===== src/include/dgrs_pkg.sv =====
// constants of the diagnostic record bank
// assumes one 40 MHz module clock
package dgrs_pkg;
  // ****************
  // timing
  // ****************
  localparam int unsigned CLK_NS = 25;
  localparam int unsigned TICK_NS = 1000;
  localparam int unsigned TICK_CYC = TICK_NS / CLK_NS;
  localparam int unsigned CH_NUM = 8;
  // ****************
  // record numbers and byte indexes
  // ****************
  localparam logic [7:0] DR_SHORT = 8'h00;
  localparam logic [7:0] DR_FULL = 8'h01;
  localparam logic [4:0] IX_SUM = 5'h00;
  localparam logic [4:0] IX_CLASS = 5'h01;
  localparam logic [4:0] IX_DETAIL = 5'h03;
  localparam logic [4:0] IX_KIND = 5'h04;
  localparam logic [4:0] IX_NBITS = 5'h05;
  localparam logic [4:0] IX_NCH = 5'h06;
  localparam logic [4:0] IX_MAP = 5'h07;
  localparam logic [4:0] IX_CH0 = 5'h08;
  localparam logic [4:0] IX_CH7 = 5'h0F;
  localparam logic [4:0] IX_TS0 = 5'h11;
  localparam logic [4:0] IX_LAST = 5'h14;
  localparam logic [4:0] IX_SHORT_LAST = 5'h03;
  // ****************
  // field positions
  // ****************
  localparam int SUM_FAIL = 0;
  localparam int SUM_INT = 1;
  localparam int SUM_EXT = 2;
  localparam int SUM_CH = 3;
  localparam int SUM_AUX = 4;
  localparam int SUM_PAR = 7;
  localparam int DET_OVF = 3;
  localparam int DET_COMM = 4;
  localparam int DET_LOST = 6;
  localparam int CHF_CJC = 3;
  // ****************
  // fixed contents
  // ****************
  localparam logic [3:0] CLASS_ANALOG = 4'h5;
  localparam logic [7:0] NBITS_VAL = 8'h08;
  localparam logic [7:0] NCH_VAL = 8'h08;
  typedef enum logic [6:0] {
    KIND_DI = 7'h70, KIND_AI = 7'h71, KIND_DO = 7'h72,
    KIND_AO = 7'h73, KIND_AIO = 7'h74, KIND_CNT = 7'h76
  } dgrs_kind_t;
  typedef enum logic [1:0] {
    ST_IDLE = 2'h0, ST_ACTIVE = 2'h1, ST_GOING = 2'h3
  } dgrs_state_t;
endpackage : dgrs_pkg


===== src/include/dgrs_tick_if.sv =====
// microsecond ticker carrier
// assumes the ticker and its users share clk_sys
`timescale 1ns/1ps
interface dgrs_tick_if;
  logic [31:0] usCount;
  logic usStep;
  modport src (output usCount, output usStep);
  modport snk (input usCount, input usStep);
endinterface : dgrs_tick_if


===== src/verilog/dgrs_status_bank.sv =====
// diagnostic record bank of an eight-channel input module
// assumes requests and causes synchronous to clk_sys
`timescale 1ns/1ps
module dgrs_status_bank #(
  parameter dgrs_pkg::dgrs_kind_t KIND = dgrs_pkg::KIND_AI,
  parameter int unsigned TICK_DIV = dgrs_pkg::TICK_CYC
) (
  input wire logic clk_sys,
  input wire logic sys_rst,
  input wire logic clkEn,
  input wire logic reqValid,
  input wire logic reqWrite,
  input wire logic [7:0] reqRecord,
  input wire logic [4:0] reqIndex,
  output logic respValid,
  output logic [7:0] respData,
  output logic respErr,
  input wire logic diagEnable,
  input wire logic modFail,
  input wire logic intErr,
  input wire logic extErr,
  input wire logic auxMissing,
  input wire logic paramErr,
  input wire logic diagBufOvf,
  input wire logic commErr,
  input wire logic hwIntLost,
  input wire logic [7:0] chParamErr,
  input wire logic [7:0] chCjcInternal,
  input wire logic [7:0] chCjcDefect,
  input wire logic [7:0] chWireBreak,
  input wire logic [7:0] chIntLost,
  input wire logic [7:0] chUnder,
  input wire logic [7:0] chOver,
  output logic diagIncoming,
  output logic diagGoing,
  output logic diagActive
);
  // ****************
  // declarations
  // ****************
  dgrs_tick_if tick ();
  logic [7:0] chLive [8];
  logic [7:0] liveMap;
  logic [7:0] liveSum;
  logic [7:0] liveDet;
  logic cause;
  dgrs_pkg::dgrs_state_t state_q;
  dgrs_pkg::dgrs_state_t state_d;
  logic [7:0] sum_q;
  logic [7:0] det_q;
  logic [7:0] map_q;
  logic [7:0] ch_q [8];
  logic [31:0] ts_q;
  logic respValid_q;
  logic [7:0] respData_q;
  logic respErr_q;
  logic [7:0] rdByte;
  logic rdOk;
  logic incoming_q;
  logic going_q;
  logic active_q;
  logic take;

  // ****************
  // ticker
  // ****************
  dgrs_us_ticker #(
    .DIV(TICK_DIV)
  ) u_ticker (
    .clk_sys(clk_sys),
    .sys_rst(sys_rst),
    .clkEn(clkEn),
    .tick(tick.src)
  );

  // ****************
  // channel bytes
  // ****************
  for (genvar n = 0; n < 8; n++) begin : g_chan
    dgrs_chan_byte u_chan (
      .clk_sys(clk_sys),
      .sys_rst(sys_rst),
      .paramErr(chParamErr[n]),
      .cjcInternal(chCjcInternal[n]),
      .cjcDefect(chCjcDefect[n]),
      .wireBreak(chWireBreak[n]),
      .intLost(chIntLost[n]),
      .under(chUnder[n]),
      .over(chOver[n]),
      .faultByte(chLive[n])
    );
    assign liveMap[n] = |chLive[n];
  end

  // ****************
  // live summary and detail
  // ****************
  always_comb begin
    liveSum = 8'h00;
    liveSum[dgrs_pkg::SUM_FAIL] = modFail;
    liveSum[dgrs_pkg::SUM_INT] = intErr;
    liveSum[dgrs_pkg::SUM_EXT] = extErr;
    liveSum[dgrs_pkg::SUM_CH] = |liveMap;
    liveSum[dgrs_pkg::SUM_AUX] = auxMissing;
    liveSum[dgrs_pkg::SUM_PAR] = paramErr;
  end
  always_comb begin
    liveDet = 8'h00;
    liveDet[dgrs_pkg::DET_OVF] = diagBufOvf;
    liveDet[dgrs_pkg::DET_COMM] = commErr;
    liveDet[dgrs_pkg::DET_LOST] = hwIntLost;
  end
  assign cause = (|liveSum) | (|liveDet);

  // ****************
  // diagnostic sequence
  // ****************
  always_comb begin
    state_d = state_q;
    case (state_q)
      dgrs_pkg::ST_IDLE: begin
        if (diagEnable && cause) begin
          state_d = dgrs_pkg::ST_ACTIVE;
        end
      end
      dgrs_pkg::ST_ACTIVE: begin
        if (!cause) begin
          state_d = dgrs_pkg::ST_GOING;
        end
      end
      dgrs_pkg::ST_GOING: begin
        state_d = dgrs_pkg::ST_IDLE;
      end
      default: begin
        state_d = dgrs_pkg::ST_IDLE;
      end
    endcase
  end
  always_ff @(posedge clk_sys) begin
    if (sys_rst) begin
      state_q <= dgrs_pkg::ST_IDLE;
    end else if (clkEn) begin
      state_q <= state_d;
    end
  end
  always_ff @(posedge clk_sys) begin
    if (sys_rst) begin
      incoming_q <= 1'b0;
      going_q <= 1'b0;
      active_q <= 1'b0;
    end else if (clkEn) begin
      incoming_q <= (state_q == dgrs_pkg::ST_IDLE) && (state_d == dgrs_pkg::ST_ACTIVE);
      going_q <= (state_q == dgrs_pkg::ST_ACTIVE) && (state_d == dgrs_pkg::ST_GOING);
      active_q <= (state_d == dgrs_pkg::ST_ACTIVE);
    end
  end

  // ****************
  // record snapshot
  // ****************
  // follows live while idle, frozen while a diagnostic stands
  assign take = (state_q != dgrs_pkg::ST_ACTIVE) || (state_d == dgrs_pkg::ST_GOING);
  always_ff @(posedge clk_sys) begin
    if (sys_rst) begin
      sum_q <= 8'h00;
      det_q <= 8'h00;
      map_q <= 8'h00;
      for (int i = 0; i < 8; i++) begin
        ch_q[i] <= 8'h00;
      end
    end else if (clkEn && take) begin
      sum_q <= liveSum;
      det_q <= liveDet;
      map_q <= liveMap;
      for (int i = 0; i < 8; i++) begin
        ch_q[i] <= chLive[i];
      end
    end
  end
  always_ff @(posedge clk_sys) begin
    if (sys_rst) begin
      ts_q <= 32'h00000000;
    end else if (clkEn && (state_q != state_d) && (state_d != dgrs_pkg::ST_IDLE)) begin
      ts_q <= tick.usCount;
    end
  end

  // ****************
  // record read
  // ****************
  always_comb begin
    rdByte = 8'h00;
    case (reqIndex)
      dgrs_pkg::IX_SUM: rdByte = sum_q;
      dgrs_pkg::IX_CLASS: rdByte = {3'h0, 1'b1, dgrs_pkg::CLASS_ANALOG};
      dgrs_pkg::IX_DETAIL: rdByte = det_q;
      dgrs_pkg::IX_KIND: rdByte = {1'b0, KIND};
      dgrs_pkg::IX_NBITS: rdByte = dgrs_pkg::NBITS_VAL;
      dgrs_pkg::IX_NCH: rdByte = dgrs_pkg::NCH_VAL;
      dgrs_pkg::IX_MAP: rdByte = map_q;
      dgrs_pkg::IX_TS0: rdByte = ts_q[7:0];
      dgrs_pkg::IX_TS0 + 5'h01: rdByte = ts_q[15:8];
      dgrs_pkg::IX_TS0 + 5'h02: rdByte = ts_q[23:16];
      dgrs_pkg::IX_LAST: rdByte = ts_q[31:24];
      default: begin
        if (reqIndex >= dgrs_pkg::IX_CH0 && reqIndex <= dgrs_pkg::IX_CH7) begin
          rdByte = ch_q[reqIndex[2:0]];
        end
      end
    endcase
  end
  always_comb begin
    rdOk = 1'b0;
    if (reqRecord == dgrs_pkg::DR_FULL) begin
      rdOk = (reqIndex <= dgrs_pkg::IX_LAST);
    end else if (reqRecord == dgrs_pkg::DR_SHORT) begin
      rdOk = (reqIndex <= dgrs_pkg::IX_SHORT_LAST);
    end
  end
  always_ff @(posedge clk_sys) begin
    if (sys_rst) begin
      respValid_q <= 1'b0;
      respData_q <= 8'h00;
      respErr_q <= 1'b0;
    end else if (clkEn) begin
      respValid_q <= reqValid;
      if (reqValid && reqWrite) begin
        respData_q <= 8'h00;
        respErr_q <= 1'b1;
      end else if (reqValid) begin
        respData_q <= rdOk ? rdByte : 8'h00;
        respErr_q <= !rdOk;
      end
    end
  end

  // ****************
  // outputs
  // ****************
  assign respValid = respValid_q;
  assign respData = respData_q;
  assign respErr = respErr_q;
  assign diagIncoming = incoming_q;
  assign diagGoing = going_q;
  assign diagActive = active_q;

  // ****************
  // checks
  // ****************
  property p_sum_ch;
    @(posedge clk_sys) disable iff (sys_rst)
      sum_q[dgrs_pkg::SUM_CH] == (|map_q);
  endproperty
  a_sum_ch: assert property (p_sum_ch) else $error("channel summary bit wrong");
  property p_rsvd;
    @(posedge clk_sys) disable iff (sys_rst)
      (sum_q[6:5] == 2'h0) && (det_q[2:0] == 3'h0) && !det_q[5] && !det_q[7];
  endproperty
  a_rsvd: assert property (p_rsvd) else $error("reserved bit set");
  property p_incoming;
    @(posedge clk_sys) disable iff (sys_rst)
      (clkEn && state_q == dgrs_pkg::ST_IDLE && diagEnable && cause)
        |=> (diagIncoming && diagActive && ts_q == $past(tick.usCount));
  endproperty
  a_incoming: assert property (p_incoming) else $error("incoming missed");
  property p_frozen;
    @(posedge clk_sys) disable iff (sys_rst)
      (clkEn && state_q == dgrs_pkg::ST_ACTIVE && cause) |=> ($stable(sum_q) && $stable(map_q));
  endproperty
  a_frozen: assert property (p_frozen) else $error("record changed while active");
  property p_going;
    @(posedge clk_sys) disable iff (sys_rst)
      (clkEn && state_q == dgrs_pkg::ST_ACTIVE && !cause) |=> (diagGoing && !diagActive);
  endproperty
  a_going: assert property (p_going) else $error("going missed");
  property p_short;
    @(posedge clk_sys) disable iff (sys_rst)
      (clkEn && reqValid && !reqWrite && reqRecord == dgrs_pkg::DR_SHORT && reqIndex > dgrs_pkg::IX_SHORT_LAST)
        |=> (respValid && respErr);
  endproperty
  a_short: assert property (p_short) else $error("short record overrun accepted");
  property p_write;
    @(posedge clk_sys) disable iff (sys_rst)
      (clkEn && reqValid && reqWrite) |=> (respValid && respErr && respData == 8'h00);
  endproperty
  a_write: assert property (p_write) else $error("write not refused");
  property p_nbits;
    @(posedge clk_sys) disable iff (sys_rst)
      (clkEn && reqValid && !reqWrite && reqRecord == dgrs_pkg::DR_FULL && reqIndex == dgrs_pkg::IX_NBITS)
        |=> (respData == dgrs_pkg::NBITS_VAL && !respErr);
  endproperty
  a_nbits: assert property (p_nbits) else $error("bits per channel wrong");
  property p_hold;
    @(posedge clk_sys) disable iff (sys_rst)
      !clkEn |=> ($stable(state_q) && $stable(ts_q) && $stable(respValid) && $stable(sum_q));
  endproperty
  a_hold: assert property (p_hold) else $error("state moved while clock enable low");
  property p_map;
    @(posedge clk_sys) disable iff (sys_rst)
      map_q == {|ch_q[7], |ch_q[6], |ch_q[5], |ch_q[4], |ch_q[3], |ch_q[2], |ch_q[1], |ch_q[0]};
  endproperty
  a_map: assert property (p_map) else $error("channel map disagrees with channel bytes");
  property p_c_tick;
    @(posedge clk_sys) tick.usStep;
  endproperty
  c_tick: cover property (p_c_tick);
  property p_c_in;
    @(posedge clk_sys) diagIncoming;
  endproperty
  c_in: cover property (p_c_in);
  property p_c_go;
    @(posedge clk_sys) diagGoing;
  endproperty
  c_go: cover property (p_c_go);
  property p_c_rd;
    @(posedge clk_sys) respValid && !respErr;
  endproperty
  c_rd: cover property (p_c_rd);
endmodule : dgrs_status_bank


===== src/verilog/dgrs_us_ticker.sv =====
// free-running 32-bit microsecond ticker
// assumes clk_sys at the rate of the package
`timescale 1ns/1ps
module dgrs_us_ticker #(
  parameter int unsigned DIV = dgrs_pkg::TICK_CYC
) (
  input wire logic clk_sys,
  input wire logic sys_rst,
  input wire logic clkEn,
  dgrs_tick_if.src tick
);
  logic [7:0] preQ;
  logic [31:0] cntQ;
  logic stepQ;
  // ****************
  // prescaler and counter
  // ****************
  always_ff @(posedge clk_sys) begin
    if (sys_rst) begin
      preQ <= 8'h00;
      stepQ <= 1'b0;
    end else if (clkEn) begin
      stepQ <= (preQ == 8'(DIV - 1));
      preQ <= (preQ == 8'(DIV - 1)) ? 8'h00 : preQ + 8'h01;
    end
  end
  always_ff @(posedge clk_sys) begin
    if (sys_rst) begin
      cntQ <= 32'h00000000;
    end else if (clkEn && stepQ) begin
      cntQ <= cntQ + 32'h00000001;
    end
  end
  assign tick.usCount = cntQ;
  assign tick.usStep = stepQ;
  property p_tick_inc;
    @(posedge clk_sys) disable iff (sys_rst)
      (clkEn && stepQ) |=> (cntQ == $past(cntQ) + 32'h00000001);
  endproperty
  a_tick_inc: assert property (p_tick_inc) else $error("ticker missed a step");
  property p_tick_start;
    @(posedge clk_sys) sys_rst |=> (cntQ == 32'h00000000);
  endproperty
  a_tick_start: assert property (p_tick_start) else $error("ticker not zero at start");
endmodule : dgrs_us_ticker


===== src/verilog/dgrs_chan_byte.sv =====
// one channel fault byte
// assumes cause inputs synchronous to clk_sys
`timescale 1ns/1ps
module dgrs_chan_byte (
  input wire logic clk_sys,
  input wire logic sys_rst,
  input wire logic paramErr,
  input wire logic cjcInternal,
  input wire logic cjcDefect,
  input wire logic wireBreak,
  input wire logic intLost,
  input wire logic under,
  input wire logic over,
  output logic [7:0] faultByte
);
  // ****************
  // byte assembly
  // ****************
  always_comb begin
    faultByte = 8'h00;
    faultByte[0] = paramErr;
    faultByte[3] = cjcInternal & cjcDefect;
    faultByte[4] = wireBreak;
    faultByte[5] = intLost;
    faultByte[6] = under;
    faultByte[7] = over;
  end
  property p_cjc_gate;
    @(posedge clk_sys) disable iff (sys_rst)
      faultByte[3] |-> (cjcInternal && cjcDefect);
  endproperty
  a_cjc_gate: assert property (p_cjc_gate) else $error("compensation fault without cause");
endmodule : dgrs_chan_byte


===== config.mk =====
export PLATFORM = sky130hd
export DESIGN_NAME = dgrs_status_bank
export DESIGN_NICKNAME = d
export VERILOG_FILES = /design/src/include/dgrs_pkg.sv /design/src/include/dgrs_tick_if.sv /design/src/verilog/dgrs_status_bank.sv /design/src/verilog/dgrs_us_ticker.sv /design/src/verilog/dgrs_chan_byte.sv
export SDC_FILE = /design/constraint.sdc
export NUM_CORES = 1
export LEC_CHECK = 0
export BUFFER_PORTS_ARGS = -buffer_cell sky130_fd_sc_hd__buf_2
export CAP_MARGIN = 20
export CELL_PAD_IN_SITES_DETAIL_PLACEMENT = 0
export CELL_PAD_IN_SITES_GLOBAL_PLACEMENT = 2
export CORE_MARGIN = 2
export CORE_UTILIZATION = 37
export CTS_CLUSTER_SIZE = 10
export DETAILED_ROUTE_END_ITERATION = 10
export PLACE_DENSITY = 0.9
export RECOVER_POWER = 100
export SKIP_LAST_GASP = 1
export SYNTH_ARGS = -nofsm -noshare
export SYNTH_HDL_FRONTEND = slang
export SYNTH_SLANG_ARGS = --single-unit

===== constraint.sdc =====
create_clock -name clk_sys -period 3.82 [get_ports clk_sys]
set_input_delay 0.191 -clock clk_sys [delete_from_list [all_inputs] [get_ports clk_sys]]
set_output_delay 0.191 -clock clk_sys [all_outputs]
set_load 0.1 [all_outputs]

Word-level counts from Yosys, hierarchy flattened
Memories as Yosys holds them, arrays and structs flattened.
Index checks and enable logic that the tools add are counted.
{"block": "op_classes", "n_addsub": 2, "n_lt_le_gt_ge": 4, "n_eq_ne": 17, "muxes": 26, "bitwise": 17, "reduce_logical": 29}
{"op": "8-bit one-hot mux with 10 select lines", "n": 1}
{"op": "53-bit OR reduction", "n": 1}
{"op": "6-bit two-way mux", "n": 8}
{"op": "48-bit OR reduction", "n": 1}
{"op": "6-bit OR reduction", "n": 8}
{"op": "8-bit two-way mux", "n": 5}
{"op": "32-bit by 1-bit adder with 32-bit output, second input constant", "n": 1}
{"op": "5-bit by 3-bit equality test with 1-bit output, second input constant", "n": 4}
{"op": "5-bit equality test, second input constant", "n": 4}
{"op": "1-bit logical AND", "n": 9}
{"op": "1-bit two-way mux", "n": 9}
{"op": "1-bit OR", "n": 9}
{"op": "8-bit by 1-bit adder with 8-bit output, second input constant", "n": 1}
{"op": "1-bit bitwise AND", "n": 8}
{"op": "8-bit by 1-bit equality test with 1-bit output, second input constant", "n": 1}
{"op": "8-bit by 6-bit equality test with 1-bit output, second input constant", "n": 1}
{"op": "8-bit logical NOT", "n": 1}
{"op": "5-bit by 1-bit equality test with 1-bit output, second input constant", "n": 1}
{"op": "5-bit by 2-bit equality test with 1-bit output, second input constant", "n": 1}
{"op": "5-bit by 4-bit >= comparator with 1-bit output, second input constant", "n": 1}
{"op": "5-bit by 2-bit less-or-equal comparator with 1-bit output, second input constant", "n": 1}
{"op": "5-bit by 4-bit less-or-equal comparator with 1-bit output, second input constant", "n": 1}
{"op": "5-bit less-or-equal comparator, second input constant", "n": 1}
{"op": "5-bit logical NOT", "n": 1}
{"op": "other kinds (13)", "n": 16}
{"block": "word_totals", "regBits": 105, "ram_bits": 48, "input_bits": 83, "output_inout_bits": 13, "elab_cells": 110, "memories": 1}
{"name": "ch_q", "words": 8, "width": 6, "read_ports": 1, "rd_ports_with_merged_regs": 0, "wr": 8, "line_no": "dgrs_status_bank.sv:52", "text": "logic [7:0] ch_q [8];"}

Depth between registers and ports, before layout
{"block": "logic_depth", "word_depth": 13, "ltp_mapped": 8, "mapped_depth_nobuf": 7}

By module
A second synthesis with hierarchy kept.
{"block": "hier_totals", "hier_cells": 832, "area_unflattened_um2": 8627.0}
{"module": "dgrs_status_bank", "n_inst": 1, "cells_each": 545, "area_per_inst_um2": 6192.2, "seq_area_each_um2": 3203.1}
{"module": "dgrs_us_ticker", "n_inst": 1, "cells_each": 215, "area_per_inst_um2": 1934.4, "seq_area_each_um2": 820.8}
{"module": "dgrs_chan_byte", "n_inst": 8, "cells_each": 9, "area_per_inst_um2": 62.6, "seq_area_each_um2": 0.0}

Worst setup path before layout
Ideal clock, no wire load.
{"block": "synth_timing", "kind": "input-to-reg", "start": "input port chParamErr[0]", "end": "memory ch_q[0][0] in the netlist's numbering, enable pin", "setup_time_ps": 407, "arrival_time_ps": 2612, "required_time_ps": 3413, "path_slack_ps": 801, "path_stages": 5, "path_buffers": 0, "path_cell_list": "nor4_1 nand2_1 or4_4 nor4_4 or3_1"}
{"item": "from (decl)", "line_no": "dgrs_status_bank.sv:27", "text": "input wire logic [7:0] chParamErr,"}
{"item": "to (decl)", "line_no": "dgrs_status_bank.sv:52"}

==> flow_summary.json <==
{
  "grt_max_degree": 66,
  "cts_made_buffers": 17,
  "grt_use_total_pct": 17.9,
  "areaGrowthSynthToFinish_pct": 16.7,
  "num_rows": 51,
  "port_buffers": 95,
  "cts.sinks": 153,
  "cts.path.max_buffers": 2,
  "path_buf_inv": 2,
  "antenna_found_initial": 1,
  "insertion_delay_ns": 0.43,
  "rrSetupSlack_ns": 1.15,
  "vias_per_cell": 5.07,
  "cts_setup_buffers": 0,
  "setup_tns_ns": 0,
  "postSynthCellCount": 723,
  "fin_crit_ns": 2.96,
  "relSlewSlack_pct": -84.3,
  "ff_latch_area_sq_um": 3540,
  "skew_ns": 0.00762,
  "layout.nets": 890,
  "overflow": 0,
  "die_w_um": 145,
  "rsz0062_at_grt": "false",
  "peakVddDrop_v": 0.000290,
  "path_clk_slew_ns": 0.06,
  "worstHoldPathType": "input pin to flip-flop",
  "vias": 5495,
  "worstSetupStartpointType": "input pin",
  "cts-resized-gates": 0,
  "cts_tree": "done",
  "drt_iter0_drc": 449,
  "initial_core_util_pct": 37.7,
  "root_buffer": "clkbuf_16",
  "p_leak_nw": 3.21,
  "multiInputGateArea_sq_um": 3570,
  "synth_ff_type": "dfxtp_1",
  "status": "complete, but fails checks",
  "core_area_sq_um": 19500,
  "yosysSeqAreaShare_pct": 48.3,
  "crit_chain": "clkbuf_1, or3_2, buf_4",
  "first_global_vias": 5239,
  "synth-edff-count": 48,
  "avgSynthCellArea_sq_um": 10.1,
  "synthesis.area_sq_um": 7330,
  "die-area_sq_um": 21000,
  "fmax_mhz": 338,
  "synth_warnings": 0,
  "grt_pass1_wl_mm": 28.2,
  "cp_top_family": "buffers and inverters",
  "io_pins": 96,
  "worst-path-max-fanout": 65,
  "max_stage_delay_ns": 1.92,
  "synth_top_area_share_pct": 28.7,
  "synth.most_common_cell": "dfxtp_1",
  "cp-end-kind": "flip-flop",
  "fin_util_pct": 43.9,
  "required_ns": 3.89,
  "ys_top_cells_by_count": "dfxtp_1, nand2b_1, nor2_1",
  "diodes": 0,
  "dieHeight_um": 145,
  "finalSetupViolations": 0,
  "yosysTopAreaCell": "dfxtp_1",
  "fillers": 1900,
  "drc": 0,
  "ant_nets": 0,
  "crit_type": "input pin to flip-flop",
  "hold_viol_final": 0,
  "layout-drive-gt1-share_pct": 19.8,
  "ys_seq_elements": 153,
  "synthesis.nets": 808,
  "violations": "max-capacitance violations, max-slew violations",
  "crit_slowest_cell": "clkbuf_1",
  "fin_crit_sh_pct": 77.4,
  "wl_per_cell_um": 16.4,
  "postCtsHoldBufs": 0,
  "worstPathArrival_ns": 3.02,
  "place_congestion": 0.784,
  "cts-htree-levels": 4,
  "synthTopCellsByArea": "dfxtp_1, edfxtp_1, nand2b_1, mux2i_1, mux4_2",
  "drt_pass1_iterations": 5,
  "p_per_area_nw_per_um2": 433,
  "async_flop_share_pct": 0,
  "wirelength_mm": 17.8,
  "drv_slew": 66,
  "tightest_slew_ns": 2.76,
  "maxCapViolCount": 1,
  "yosysUniqueCellTypes": 59,
  "dp_hpwl_mm": 12.9
}
logic make-up (layout without fill, tap and decap cells):
group | count (synthesis) | after routing | share of synthesized area, %
flip-flops | 153 | 153 | 48.3
AO/OA/AOI/OAI | 94 | 94 | 7.90
adder cells (fa/ha/maj) | 2 | 2 | 0.341
AND/OR/NAND/NOR | 340 | 340 | 27.0
XOR/XNOR | 36 | 36 | 4.30
multiplexers | 53 | 53 | 9.30
buffers and inverters | 45 | 140 | 2.83
placed cells by master, fill, tap and decap left out, types with 17 or more instances in the layout:
master     count
nand3_1       31
and2_0        18
edfxtp_1      48
buf_2         79
nor2_1        62
a21oi_1       44
dfxtp_1      105
xor2_1        26
nand2b_1      69
clkbuf_16     17
nand2_1       45
mux2i_1       40
clkbuf_1      17
worst paths after layout:
| check | startpoint | to | cells after the start |
|---|---|---|---|
| worst max register to register | u_ticker.tick.usCount[13]$_SDFFE_PP0P_ | u_ticker.tick.usCount[27]$_SDFFE_PP0P_ | 6 |
| worst min-delay path | diagBufOvf | det_q[3]$_SDFFE_PP0P_ | 3 |
| worst max-delay path | sys_rst | ch_q[2][5]$_SDFFCE_PN0P_ | 3 |
| worst min register to register | respData[7]$_SDFFE_PP0P_ | respData[7]$_SDFFE_PP0P_ | 2 |
stage by stage:
step	area [sq um]	hold slack, ns	std cells	worst slack [ns]	power (mW)
after floorplan	7330	0.326	723	0.801	2.00
after global placement	8020	0.443	1051	0.934	2.10
after detailed placement	8020	0.450	1051	0.930	2.11
after CTS	8600	0.00784	1083	1.36	3.74
after global routing	8550	0.0301	1083	0.585	3.84
final	8550	0.0295	1083	0.863	3.70
sequential cells by signal, indices dropped and copies added, names as in the netlist:
signal                 flops
ch_q                      48
ts_q                      32
u_ticker.tick.usCount     32
map_q                      8
respData                   8
u_ticker.preQ              8
sum_q                      6
det_q                      3
state_q                    2
diagActive                 1
diagGoing                  1
diagIncoming               1
respErr                    1
respValid                  1
u_ticker.tick.usStep       1
worst register-to-register path: stages (launching register included):
cell	delay (ns)
dfxtp_1	0.43
and4_1	0.27
nand4_1	0.24
nor4_1	1.03
and4_1	0.32
xnor2_1	0.12
nor2_1	0.05
power by group:
group / switching [mW] / internal, mW
registers: 0.0248 / 1.74
clock network: 0.759 / 0.872
logic: 0.177 / 0.128
per-layer routing:
layer	track usage, %	vias up	wire length [um]
met2	26.6	134	7770
met4	5.11	0	176
met5	0	-	0
met3	4.48	12	1080
li1	-	2749	-
met1	25.7	2600	8740
area by class of cell:
class / count / share of cell area [%]
Clock inverter: 15 / 1.80
Multi-Input combinational cell: 525 / 41.7
Inverter: 5 / 0.219
Clock buffer: 17 / 4.97
Timing Repair Buffer: 103 / 5.98
Sequential cell: 153 / 41.4
Tap cell: 265 / 3.88
Note: power is estimated with default switching activity, not from simulation.
